**src/verilog/pulse_dist_pkg.sv**
```systemverilog
// constants, carrier types and sequencer states for the pulse distributor controller
package pulse_dist_pkg;

   // ************************************************************
   // timing
   // ************************************************************
   localparam int CLK_PERIOD_NS = 4;
   localparam int CHOICE_NS     = 500;
   localparam int ADDR_SLOT_NS  = 1250;
   localparam int EXEC_NS       = 500;
   localparam int VERIFY_WIN_NS = 3000;
   localparam logic [9:0] CHOICE_CYC = 10'((CHOICE_NS + CLK_PERIOD_NS - 1) / CLK_PERIOD_NS);
   localparam logic [9:0] ADDR_CYC   = 10'((ADDR_SLOT_NS + CLK_PERIOD_NS - 1) / CLK_PERIOD_NS);
   localparam logic [9:0] EXEC_CYC   = 10'((EXEC_NS + CLK_PERIOD_NS - 1) / CLK_PERIOD_NS);
   localparam logic [9:0] WAIT_CYC   = 10'(VERIFY_WIN_NS / CLK_PERIOD_NS);

   // ************************************************************
   // enable register, operand and maintenance field positions
   // ************************************************************
   localparam int PU_HEALTH_INH_BIT = 5;
   localparam int REPLY_INH_BIT     = 6;
   localparam int MODE_LSB          = 7;
   localparam int Z_LOW_BIT         = 9;
   localparam int EXEC_LSB          = 10;
   localparam int X_LSB             = 14;
   localparam int Y_LSB             = 17;
   localparam int Z_LSB             = 20;
   localparam int SHORT_PARITY_BIT  = 23;
   localparam int TEST_BIT          = 32;
   localparam int RESET_BIT         = 33;
   localparam int MAINT_HEALTH_BIT  = 4;
   localparam logic [2:0] MODE_LONG  = 3'h0;
   localparam logic [2:0] MODE_SHORT = 3'h1;

   // ************************************************************
   // carriers
   // ************************************************************
   typedef struct packed {
      logic [7:0]  x;
      logic [7:0]  y;
      logic [15:0] z;
   } enable_addr_t;

   typedef struct packed {
      logic [7:0] x;
      logic [7:0] y;
      logic [7:0] z;
   } verify_addr_t;

   typedef struct packed {
      logic pu_health;
      logic parity_mismatch;
      logic dist_health;
      logic reply_match;
      logic exec_return;
   } error_summary_t;

   typedef enum logic [5:0] {
      st_idle   = 6'h01,
      st_choice = 6'h02,
      st_addr   = 6'h04,
      st_exec   = 6'h08,
      st_wait   = 6'h10,
      st_check  = 6'h20
   } seq_state_t;

endpackage

```
**src/verilog/enable_translate.sv**
```systemverilog
// enable address and execute translator: binary fields to one-hot codes
`timescale 1ns/1ps
`default_nettype none
module enable_translate (
   input  wire logic [22:0]                 enable_i,
   output wire pulse_dist_pkg::enable_addr_t addr_o,
   output wire logic [15:0]                 exec_sel_o
);
   wire logic [7:0]  x_hot;
   wire logic [7:0]  y_hot;
   wire logic [15:0] z_hot;
   wire logic [3:0]  z_bin;

   // top z bit (enable bit 22) picks the half, so it also sets bipolar polarity
   assign z_bin = {enable_i[pulse_dist_pkg::Z_LSB+2:pulse_dist_pkg::Z_LSB],
                   enable_i[pulse_dist_pkg::Z_LOW_BIT]};

   genvar i;
   generate
      for (i = 0; i < 16; i++) begin : g_line
         assign exec_sel_o[i] = (enable_i[pulse_dist_pkg::EXEC_LSB+3:pulse_dist_pkg::EXEC_LSB]
                                 == 4'(i));
         assign z_hot[i] = (z_bin == 4'(i));
         if (i < 8) begin : g_xy
            assign x_hot[i] = (enable_i[pulse_dist_pkg::X_LSB+2:pulse_dist_pkg::X_LSB] == 3'(i));
            assign y_hot[i] = (enable_i[pulse_dist_pkg::Y_LSB+2:pulse_dist_pkg::Y_LSB] == 3'(i));
         end
      end
   endgenerate

   assign addr_o = {x_hot, y_hot, z_hot};
endmodule
`default_nettype wire

```
**src/verilog/pu_write_translate.sv**
```systemverilog
// peripheral write data translation chosen by the mode field
`timescale 1ns/1ps
`default_nettype none
module pu_write_translate (
   input  wire logic [2:0]  mode_i,
   input  wire logic [35:0] operand_i,
   output logic      [35:0] wdata_o
);
   always_comb begin
      unique case (mode_i)
         // long passes all, short adds odd parity
         pulse_dist_pkg::MODE_LONG:  wdata_o = operand_i;
         pulse_dist_pkg::MODE_SHORT: wdata_o = {12'h000, ~^operand_i[22:0], operand_i[22:0]};
         default:                    wdata_o = {13'h0000, operand_i[22:0]};
      endcase
   end
endmodule
`default_nettype wire

```
**src/verilog/pulse_dist_ctrl.sv**
```systemverilog
// central controller sequencer that drives a pulse distributor and checks its answers
`timescale 1ns/1ps
`default_nettype none
// Summary of operation
// - bits 10-13 of enable register decode to a one-hot execute line.
// - echo must match execute selection, otherwise flag execute return failure.
// - long mode passes bits 0-35; short passes 0-22 plus parity bit 23.
// - enable bits 7-9 choose which peripheral write data translation applies.
// - verify reply mismatch flags reply match failure unless enable bit 6 set.
// - five maintenance bits are captured into diagnostic echo bits 16-20.
// - missing distributor health signal flags distributor health error.
// - duplexed controllers cross-compare odd reply parity; mismatch sets a flag.
// - missing peripheral health signal flags error unless enable bit 5 set.
// - any error summary bit raises fault source; interrupt only when unmasked.
// - operand bits 32 and 33 drive distributor test and reset leads.
// - peripheral returns verify roughly 1.5 or 2.5 microseconds after enable.
module pulse_dist_ctrl (
   input  wire logic                           clock_i,
   input  wire logic                           reset_i,
   input  wire logic                           start_i,
   input  wire logic                           bus_sel_i,
   input  wire logic [22:0]                    enable_reg_i,
   input  wire logic [35:0]                    operand_i,
   input  wire logic                           duplex_i,
   input  wire logic                           mask_i,
   input  wire logic [4:0]                     clear_i,
   output logic                                busy_o,
   output logic                                done_o,
   output pulse_dist_pkg::error_summary_t      summary_o,
   output logic                                irq_source_o,
   output logic                                irq_o,
   output logic [21:0]                         diag_echo_o,
   output pulse_dist_pkg::verify_addr_t        verify_o,
   output logic                                bus_choice_o,
   output logic                                bus_select_o,
   output pulse_dist_pkg::enable_addr_t        addr_o,
   output logic [15:0]                         execute_o,
   output logic                                test_o,
   output logic                                reset_lead_o,
   input  wire logic [15:0]                    echo_i,
   input  wire pulse_dist_pkg::verify_addr_t   verify_i,
   input  wire logic [4:0]                     maint_i,
   output logic [35:0]                         pu_wdata_o,
   input  wire logic                           pu_health_i,
   input  wire logic [35:0]                    pu_reply_i,
   input  wire logic                           mate_parity_i,
   output logic                                own_parity_o
);

   // ************************************************************
   // pin synchronisers
   // ************************************************************
   logic [82:0] pin_meta;
   logic [82:0] pin_sync;
   logic [15:0] echo_s;
   logic [23:0] verify_s;
   logic [4:0]  maint_s;
   logic        pu_health_s;
   logic [35:0] reply_s;
   logic        mate_s;

   always_ff @(posedge clock_i) begin
      if (reset_i) begin
         pin_meta <= '0;
         pin_sync <= '0;
      end else begin
         pin_meta <= {mate_parity_i, pu_reply_i, pu_health_i, maint_i, verify_i, echo_i};
         pin_sync <= pin_meta;
      end
   end

   assign echo_s      = pin_sync[15:0];
   assign verify_s    = pin_sync[39:16];
   assign maint_s     = pin_sync[44:40];
   assign pu_health_s = pin_sync[45];
   assign reply_s     = pin_sync[81:46];
   assign mate_s      = pin_sync[82];

   // ************************************************************
   // translators
   // ************************************************************
   logic [22:0]                  ena;
   logic [35:0]                  opnd;
   pulse_dist_pkg::enable_addr_t xlat_addr;
   logic [15:0]                  exec_sel;
   logic [35:0]                  xlat_wdata;

   enable_translate u_enable_translate (
      .enable_i   (ena),
      .addr_o     (xlat_addr),
      .exec_sel_o (exec_sel)
   );

   pu_write_translate u_pu_write_translate (
      .mode_i    (ena[pulse_dist_pkg::MODE_LSB+2:pulse_dist_pkg::MODE_LSB]),
      .operand_i (opnd),
      .wdata_o   (xlat_wdata)
   );

   // ************************************************************
   // sequencer
   // ************************************************************
   pulse_dist_pkg::seq_state_t   state;
   pulse_dist_pkg::seq_state_t   next_state;
   logic [9:0]                   cnt;
   logic [9:0]                   next_cnt;
   logic [22:0]                  next_ena;
   logic [35:0]                  next_opnd;
   logic                         bus;
   logic                         next_bus;
   logic [15:0]                  echo_cap;
   logic [15:0]                  next_echo_cap;
   logic [4:0]                   maint_cap;
   logic [4:0]                   next_maint_cap;
   logic                         pu_ok;
   logic                         next_pu_ok;
   logic [23:0]                  verify_cap;
   logic [23:0]                  next_verify_cap;
   logic                         in_window;

   assign in_window = (state == pulse_dist_pkg::st_exec) || (state == pulse_dist_pkg::st_wait);

   always_comb begin
      next_state      = state;
      next_cnt        = cnt;
      next_ena        = ena;
      next_opnd       = opnd;
      next_bus        = bus;
      next_echo_cap   = echo_cap;
      next_maint_cap  = maint_cap;
      next_pu_ok      = pu_ok;
      next_verify_cap = verify_cap;
      // answers may come any time from execute to the end of the verify window
      if (in_window) begin
         next_echo_cap  = echo_cap | echo_s;
         next_maint_cap = maint_cap | maint_s;
         next_pu_ok     = pu_ok | pu_health_s;
         if (verify_cap == 24'h000000) begin
            next_verify_cap = verify_s;
         end
      end
      unique case (state)
         pulse_dist_pkg::st_idle: begin
            if (start_i) begin
               next_ena        = enable_reg_i;
               next_opnd       = operand_i;
               next_bus        = bus_sel_i;
               next_echo_cap   = 16'h0000;
               next_maint_cap  = 5'h00;
               next_pu_ok      = 1'b0;
               next_verify_cap = 24'h000000;
               next_cnt        = pulse_dist_pkg::CHOICE_CYC - 10'h001;
               next_state      = pulse_dist_pkg::st_choice;
            end
         end
         pulse_dist_pkg::st_choice: begin
            if (cnt == 10'h000) begin
               next_cnt   = pulse_dist_pkg::ADDR_CYC - 10'h001;
               next_state = pulse_dist_pkg::st_addr;
            end else begin
               next_cnt = cnt - 10'h001;
            end
         end
         pulse_dist_pkg::st_addr: begin
            if (cnt == 10'h000) begin
               next_cnt   = pulse_dist_pkg::EXEC_CYC - 10'h001;
               next_state = pulse_dist_pkg::st_exec;
            end else begin
               next_cnt = cnt - 10'h001;
            end
         end
         pulse_dist_pkg::st_exec: begin
            if (cnt == 10'h000) begin
               next_cnt   = pulse_dist_pkg::WAIT_CYC - 10'h001;
               next_state = pulse_dist_pkg::st_wait;
            end else begin
               next_cnt = cnt - 10'h001;
            end
         end
         pulse_dist_pkg::st_wait: begin
            if (cnt == 10'h000) begin
               next_state = pulse_dist_pkg::st_check;
            end else begin
               next_cnt = cnt - 10'h001;
            end
         end
         pulse_dist_pkg::st_check: begin
            next_state = pulse_dist_pkg::st_idle;
         end
      endcase
   end

   always_ff @(posedge clock_i) begin
      if (reset_i) begin
         state        <= pulse_dist_pkg::st_idle;
         cnt          <= 10'h000;
         ena          <= 23'h000000;
         opnd         <= 36'h000000000;
         bus          <= 1'b0;
         echo_cap     <= 16'h0000;
         maint_cap    <= 5'h00;
         pu_ok        <= 1'b0;
         verify_cap   <= 24'h000000;
         busy_o       <= 1'b0;
         done_o       <= 1'b0;
         bus_choice_o <= 1'b0;
         bus_select_o <= 1'b0;
         addr_o       <= '0;
         execute_o    <= 16'h0000;
         test_o       <= 1'b0;
         reset_lead_o <= 1'b0;
         pu_wdata_o   <= 36'h000000000;
         own_parity_o <= 1'b0;
         diag_echo_o  <= 22'h000000;
         verify_o     <= '0;
      end else begin
         state        <= next_state;
         cnt          <= next_cnt;
         ena          <= next_ena;
         opnd         <= next_opnd;
         bus          <= next_bus;
         echo_cap     <= next_echo_cap;
         maint_cap    <= next_maint_cap;
         pu_ok        <= next_pu_ok;
         verify_cap   <= next_verify_cap;
         busy_o       <= (next_state != pulse_dist_pkg::st_idle);
         done_o       <= (state == pulse_dist_pkg::st_check);
         bus_choice_o <= (next_state == pulse_dist_pkg::st_choice);
         // the same bus carries the whole order
         bus_select_o <= next_bus;
         // address lines idle at zero so the distributor sees no stale code
         addr_o       <= (next_state == pulse_dist_pkg::st_addr) ? xlat_addr : '0;
         // execute on the selected private line
         execute_o    <= (next_state == pulse_dist_pkg::st_exec) ? exec_sel : 16'h0000;
         // test and reset leads from the operand
         test_o       <= next_opnd[pulse_dist_pkg::TEST_BIT];
         reset_lead_o <= next_opnd[pulse_dist_pkg::RESET_BIT];
         pu_wdata_o   <= xlat_wdata;
         own_parity_o <= ~^reply_s;
         diag_echo_o  <= {next_bus, next_maint_cap, next_echo_cap};
         verify_o     <= next_verify_cap;
      end
   end

   // ************************************************************
   // error summary and interrupt source
   // ************************************************************
   pulse_dist_pkg::error_summary_t err_set;
   pulse_dist_pkg::error_summary_t next_summary;
   logic                           next_irq_source;
   logic                           next_irq;
   logic                           checking;

   assign checking = (state == pulse_dist_pkg::st_check);

   always_comb begin
      err_set = '0;
      if (checking) begin
         // echo must equal the execute selection
         err_set.exec_return     = (echo_cap != exec_sel);
         // only unipolar outputs answer with a verify
         err_set.reply_match     = !ena[pulse_dist_pkg::REPLY_INH_BIT] && (|xlat_addr.z[7:0])
                                   && (verify_cap != {xlat_addr.x, xlat_addr.y, xlat_addr.z[7:0]});
         err_set.dist_health     = !maint_cap[pulse_dist_pkg::MAINT_HEALTH_BIT];
         err_set.parity_mismatch = duplex_i && (mate_s != ~^reply_s);
         err_set.pu_health       = !ena[pulse_dist_pkg::PU_HEALTH_INH_BIT] && !pu_ok;
      end
      // a new error wins over a clear in the same cycle
      next_summary    = (summary_o & ~clear_i) | err_set;
      next_irq_source = |next_summary;
      next_irq        = next_irq_source && !mask_i;
   end

   always_ff @(posedge clock_i) begin
      if (reset_i) begin
         summary_o    <= '0;
         irq_source_o <= 1'b0;
         irq_o        <= 1'b0;
      end else begin
         summary_o    <= next_summary;
         irq_source_o <= next_irq_source;
         irq_o        <= next_irq;
      end
   end
endmodule
`default_nettype wire

```
**config.mk**
```make
export PLATFORM = sky130hd
export DESIGN_NAME = pulse_dist_ctrl
export DESIGN_NICKNAME = d
export VERILOG_FILES = /design/src/verilog/pulse_dist_pkg.sv /design/src/verilog/enable_translate.sv /design/src/verilog/pu_write_translate.sv /design/src/verilog/pulse_dist_ctrl.sv
export SDC_FILE = /design/constraint.sdc
export NUM_CORES = 1
export LEC_CHECK = 0
export BUFFER_PORTS_ARGS = -buffer_cell sky130_fd_sc_hd__buf_4
export CAP_MARGIN = 20
export CORE_MARGIN = 5
export CORE_UTILIZATION = 45
export DETAILED_ROUTE_END_ITERATION = 12
export GPL_TIMING_DRIVEN = 0
export MAX_ROUTING_LAYER = met4
export PLACE_DENSITY = 0.68
export SLEW_MARGIN = 25
export SYNTH_ARGS = -nofsm -noshare
export SYNTH_HDL_FRONTEND = slang
export SYNTH_SLANG_ARGS = --single-unit
```
**constraint.sdc**
```tcl
create_clock -name clock_i -period 2.6 [get_ports clock_i]
set_input_delay 0.39 -clock clock_i [delete_from_list [all_inputs] [get_ports clock_i]]
set_output_delay 0.39 -clock clock_i [all_outputs]
set_load 0.02 [all_outputs]
```
== Yosys cells after proc, flatten, opt, wreduce, memory -nomap -nowiden ==
Index checks and enable logic that the tools add are counted.
Widths: inputs -> output; s select.

* Logic and storage cells: 162
* Input bits: 153
* Register bits after elaboration: 431
* Output and inout bits: 144

* Bitwise gates (word level): 8
* Add/subtract/negate cells: 1
* Equality and inequality tests: 60
* Muxes and demuxes: 32
* Reduce and logical (&&, ||, !) cells: 27

{| class="wikitable"
|+ Operators by type and width
! operator !! count
|-
| $mux 24 || 5
|-
| $pmux 36 s2 || 1
|-
| $mux 34 || 2
|-
| $eq 4x4->1 const B || 16
|-
| $mux 10 || 5
|-
| $pmux 10 s5 || 1
|-
| $mux 16 || 3
|-
| $pmux 6 s6 || 1
|-
| $reduce_xnor 36->1 || 1
|-
| $eq 4x3->1 const B || 8
|-
| $mux 6 || 5
|-
| $eq 3x3->1 const B || 8
|-
| $logic_not 24->1 || 1
|-
| $ne 24x24->1 || 1
|-
| $reduce_xnor 23->1 || 1
|-
| $mux 5 || 4
|-
| $eq 4x2->1 const B || 4
|-
| $ne 16x16->1 || 1
|-
| $or 16x16->16 || 1
|-
| $eq 3x2->1 const B || 4
|-
| $eq 6x2->1 const B || 2
|-
| $eq 6x3->1 const B || 2
|-
| $eq 6x4->1 const B || 2
|-
| $logic_not 10->1 || 1
|-
| other kinds (26) || 48
|}

== Longest topological paths before layout ==
* Depth in word-level cells: 8
* Mapped depth: 10
* Gate-level depth less buffers: 9

== Cells and area by module ==
A second synthesis with hierarchy kept.

* Cells, all modules: 1,367
* Area total of the unflattened synthesis: 13,706.9 um^2

{| class="wikitable"
|+ By module, submodules not included
! module !! sequential area each (um^2) !! instances !! area an instance (um^2) !! cells an instance
|-
| pulse_dist_ctrl || 7,667.4 || 1 || 12,660.9 || 1,251
|-
| enable_translate || 0.0 || 1 || 573.0 || 56
|-
| pu_write_translate || 0.0 || 1 || 473.0 || 60
|}

== Least setup slack after synthesis ==
OpenSTA, ideal clock, no wires.

* Kind: flip-flop to flip-flop
* From: reg cnt[0]
* To: reg execute_o[5]
* Stages on the path, launching flop included: 9
* Buffers on the path: 0
* Data arrival time: 2.630 ns
* Required time: 2.539 ns
* Library setup time: 0.061 ns
* Clock period less this slack: 2.691 ns
* Slack: -0.091 ns
* Path through: dfxtp_1 -> inv_1 -> ha_1 -> or4b_4 -> or4_4 -> nor2_8 -> o32ai_4 -> or3_4 -> and4bb_2

* Word-level cells in the longest chain between the ends: 6
* Elaborated cells on any way between the ends: 9
* Classes of those cells: eq/ne: 1; mux: 5; bitwise: 1; reduce/logical: 2

{| class="wikitable"
|+ Ends and longest elaborated chain
! what !! RTL line !! text
|-
| start, declared || pulse_dist_ctrl.sv:105 || <nowiki>logic [9:0] cnt;</nowiki>
|-
| start signal, assigned || pulse_dist_ctrl.sv:218 || <nowiki>cnt <= next_cnt;</nowiki>
|-
| $logic_not 10->1 * || - ||
|-
| $mux 6 (on tied branches) || - ||
|-
| $pmux 6 s6 * || pulse_dist_ctrl.sv:142 || <nowiki>unique case (state)</nowiki>
|-
| $eq 6x4->1 * || pulse_dist_ctrl.sv:234 || <nowiki>execute_o <= (next_state == pulse_dist_pkg::st_exec) ? exec_sel : 16'h0000;</nowiki>
|-
| $not 1->1 (no line) * || - ||
|-
| $reduce_or 2->1 (no line) * || - ||
|-
| end signal, assigned || pulse_dist_ctrl.sv:234 ||
|-
| end, declared || pulse_dist_ctrl.sv:37 || <nowiki>output logic [15:0] execute_o,</nowiki>
|}

Every way passes the cells marked *; elsewhere a longest branch is shown, timed or not.
A chain may end at the register's enable or synchronous reset.

== Worst setup path after layout ==
Ends and elaborated chain as after synthesis.

==> flow_summary.toml <==
[floorplan]
dieHeight_um = 183
die_area_sq_um = 33300
io_pins = 297
rows = 63
start_util = 0.454
die_w_um = 183
core_sq_um = 29600

[outcome]
run_status = "finished with violations"
violations = "setup timing"

[clock_tree]
cts_hold_buf = 0
cts-root-buf = "clkbuf_16"
clock-sinks = 378
cts_tree = "built"
cts_made_buffers = 39
path_clk_slew_ns = 0.06
clk_latency_ns = 0.51
clk_path_buf_depth = 3
htree_levels = 2

[logic_synthesis]
syn_nets = 1549
synth_ff_type = "dfxtp_1"
synth-seq-area-share = 0.564
syn_inst = 1395
synth_enable_flop_cells = 0
ys_ff_latch = 378
synth_async_sr_flop_share = 0
syn_area_per_cell_sq_um = 9.61
syn_area_sq_um = 13400
yosys_warnings = 0
ys_types = 73

[final_layout]
nets = 1900
antennaDiodeCount = 0
final_cells = 2164
final_common_cell = "dfxtp_1"
layout-drive-gt1-share = 0.279
syn_to_final_growth_pct = 34.6
fin_area_sq_um = 18000
fillCellCount = 2567
mostFrequentLayoutCells = "373 x dfxtp_1, 318 x buf_4, 204 x nor2b_1"

[timing]
setup_ws_ns = -0.0523
max_slew_margin = 0.470
slew_violations = 0
finClkSkew_ns = 0.00946
final.setup.tns_ns = -0.128
fin_crit_sh = 1.02
hold_viol = 0
max_freq_ghz = 0.377
setup_viol = 4
rsz0062_at_grt = "yes"
worst_pin_slew_ns = 0.795
period_needed_ns = 2.65
hold_ws_ns = 0.0282

[setup_path]
critPathCapture = "execute_o[5]"
worst_setup_path_end_kind = "flop"
start_kind = "flop"
crit_start = "cnt[0]"
r2r_slack_ns = -0.05
r2r_start = "cnt[0]"
reg2regPathDepth = 8
critPathArrivalTime_ns = 3.11
r2r_end = "execute_o[5]"
crit_type = "flop to flop"
cp.required_ns = 3.05
worstPathMaxFanout = 5

[min_path]
min_path_cells = 2
hold_class = "primary input to flop"

[global_route]
grt_pass1_wl_um = 56900
grt_max_degree = 15
antenna_found_initial = 0
grt_util_all_layers = 0.217
grt_pass1_vias = 10600
globalRoute.totalOverflow = 0

[run]
drv_cap = 0

[placed_design]
numPortBuffers = 291
place_area_sq_um = 16100
placed_cells = 2077
dp_hpwl_um = 27000
gp_congestion = 0.961

[drt]
antenna_left = 0
via_count = 10900
remaining_drc_errors = 0
dr.pass1.iters = 5
totalWireLength_um = 36700
viasPerCell = 5.03
dr.first_iter.drc_count = 679
wl_per_cell_um = 17.0

[power]
leakage_nw = 7.23
vdd_drop_max_mv = 0.423
p_per_area_nw_per_um2 = 722
==> synthesized netlist by cell type (all sizes together), types with 2 or more instances <==
| master | instances | area [sq um] |
|---|---|---|
| and3b | 4 | 35.0 |
| mux2i | 3 | 30.0 |
| buf | 10 | 52.6 |
| o21a | 3 | 22.5 |
| o41ai | 3 | 26.3 |
| nor3b | 6 | 45.0 |
| and2 | 13 | 81.3 |
| a211o | 2 | 17.5 |
| nand2 | 133 | 499 |
| a21boi | 4 | 30.0 |
| dfxtp | 378 | 7570 |
| o22a | 2 | 17.5 |
| xor2 | 10 | 87.6 |
| nand4b | 8 | 70.1 |
| clkbuf | 86 | 324 |
| nand2b | 14 | 87.6 |
| a21oi | 125 | 626 |
| a311oi | 6 | 52.6 |
| nor4 | 51 | 340 |
| or4b | 5 | 53.8 |
| or3 | 3 | 23.8 |
| and3 | 4 | 25.0 |
| nor2 | 91 | 358 |
| nor4b | 7 | 73.8 |
| o31a | 3 | 26.3 |
| nor3 | 19 | 95.1 |
| nand3 | 24 | 120 |
| o22ai | 8 | 50.1 |
| a31oi | 3 | 18.8 |
| nor2b | 207 | 1290 |
| or4bb | 2 | 22.5 |
| xnor2 | 56 | 490 |
| and4b | 2 | 20.0 |
| a22oi | 7 | 57.6 |
| a211oi | 8 | 65.1 |
| or2 | 3 | 18.8 |
| nand4 | 18 | 113 |
| nand3b | 6 | 45.0 |
| inv | 14 | 52.6 |
| or4 | 7 | 56.3 |
| o21ai | 18 | 90.1 |
==> power by group <==
part           internal (mW)  leakage, nW  switching (mW)
Clock                   3.35        0.643            2.18
Combinational          0.659         3.50           0.728
Sequential              6.00         3.09           0.105
Total                   10.0         7.23            3.01
==> how the worst min path moves through the flow <==
| stage | startpoint | slack [ns] | to |
|---|---|---|---|
| 2_1_floorplan | pin_meta[0] | 0.41 | pin_sync[0] |
| 3_3_place_gp | pin_meta[13] | 0.42 | pin_sync[13] |
| 3_5_place_dp | pin_meta[52] | 0.42 | pin_sync[52] |
| 4_1_cts | mask_i | 0.002 | irq_o |
| 5_1_grt | mask_i | 0.01 | irq_o |
| 6_report | mask_i | 0.03 | irq_o |
==> per-layer routing <==
metal | wire (um) | track usage | vias to the layer above
met4 | 786 | 0.0573 | 0
li1 | - | - | 5409
met2 | 18000 | 0.361 | 337
met1 | 15600 | 0.275 | 5071
met5 | 0 | - | -
met3 | 2320 | 0.0361 | 72
==> critical path, stage by stage (launching register included) <==
cell      delay (ns)
dfxtp_2         0.34
inv_2           0.07
ha_4            0.12
or4b_4          0.49
or4_4           0.54
nor2_8          0.15
o32ai_4         0.12
or3_4           0.45
and4bb_2        0.31
==> per-stage QoR <==
stage / utilization / setup slack [ns] / total power, mW
final: 0.610 / -0.0523 / 13.0
after CTS: 0.600 / -0.0798 / 13.1
after detailed placement: 0.544 / -0.672 / 7.51
after global routing: 0.610 / -0.126 / 13.5
after global placement: 0.544 / -1.24 / 7.48
after floorplan: - / 0.0347 / 7.03
==> sequential cells by signal (all words and copies together) (netlist names) <==
name and count:
verify_cap 24, bus_choice_o 1, reset_lead_o 1, pu_wdata_o 36
addr_o 32, irq_source_o 1, done_o 1, irq_o 1
ena 18, summary_o 5, pu_ok 1, state 6
opnd 35, cnt 10, busy_o 1, own_parity_o 1
pin_sync 83, pin_meta 83, diag_echo_o 22, execute_o 16
==> kinds of logic after synthesis <==
group                    count (synthesis)  share of synthesized area
AND/OR/NAND/NOR                        631                      0.262
flip-flops                             378                      0.564
AO/OA/AOI/OAI                          204                     0.0914
buffers and inverters                  110                     0.0320
XOR/XNOR                                68                     0.0466
multiplexers                             3                    0.00224
adder cells (fa/ha/maj)                  1                   0.000933
==> final cells by class <==
cell class                 count  area [sq um]  share of cell area
buffer                        90           437              0.0242
tap                          390           488              0.0270
multi-input combinational    907          5820               0.322
clock inverter                15           156             0.00867
inverter                      14          52.6             0.00291
timing repair buffer         316          2380               0.132
clock buffer                  54          1130              0.0629
sequential                   378          7570               0.420
==> what timing repair did <==
action | in CTS | in global routing
pin swaps | 17 | 6
gates resized for setup | 60 | 79
gates cloned | 0 | 0
buffers inserted | 16 | 8
setup endpoints to repair | 91 | 148
Power figures use the tool's default switching activity.
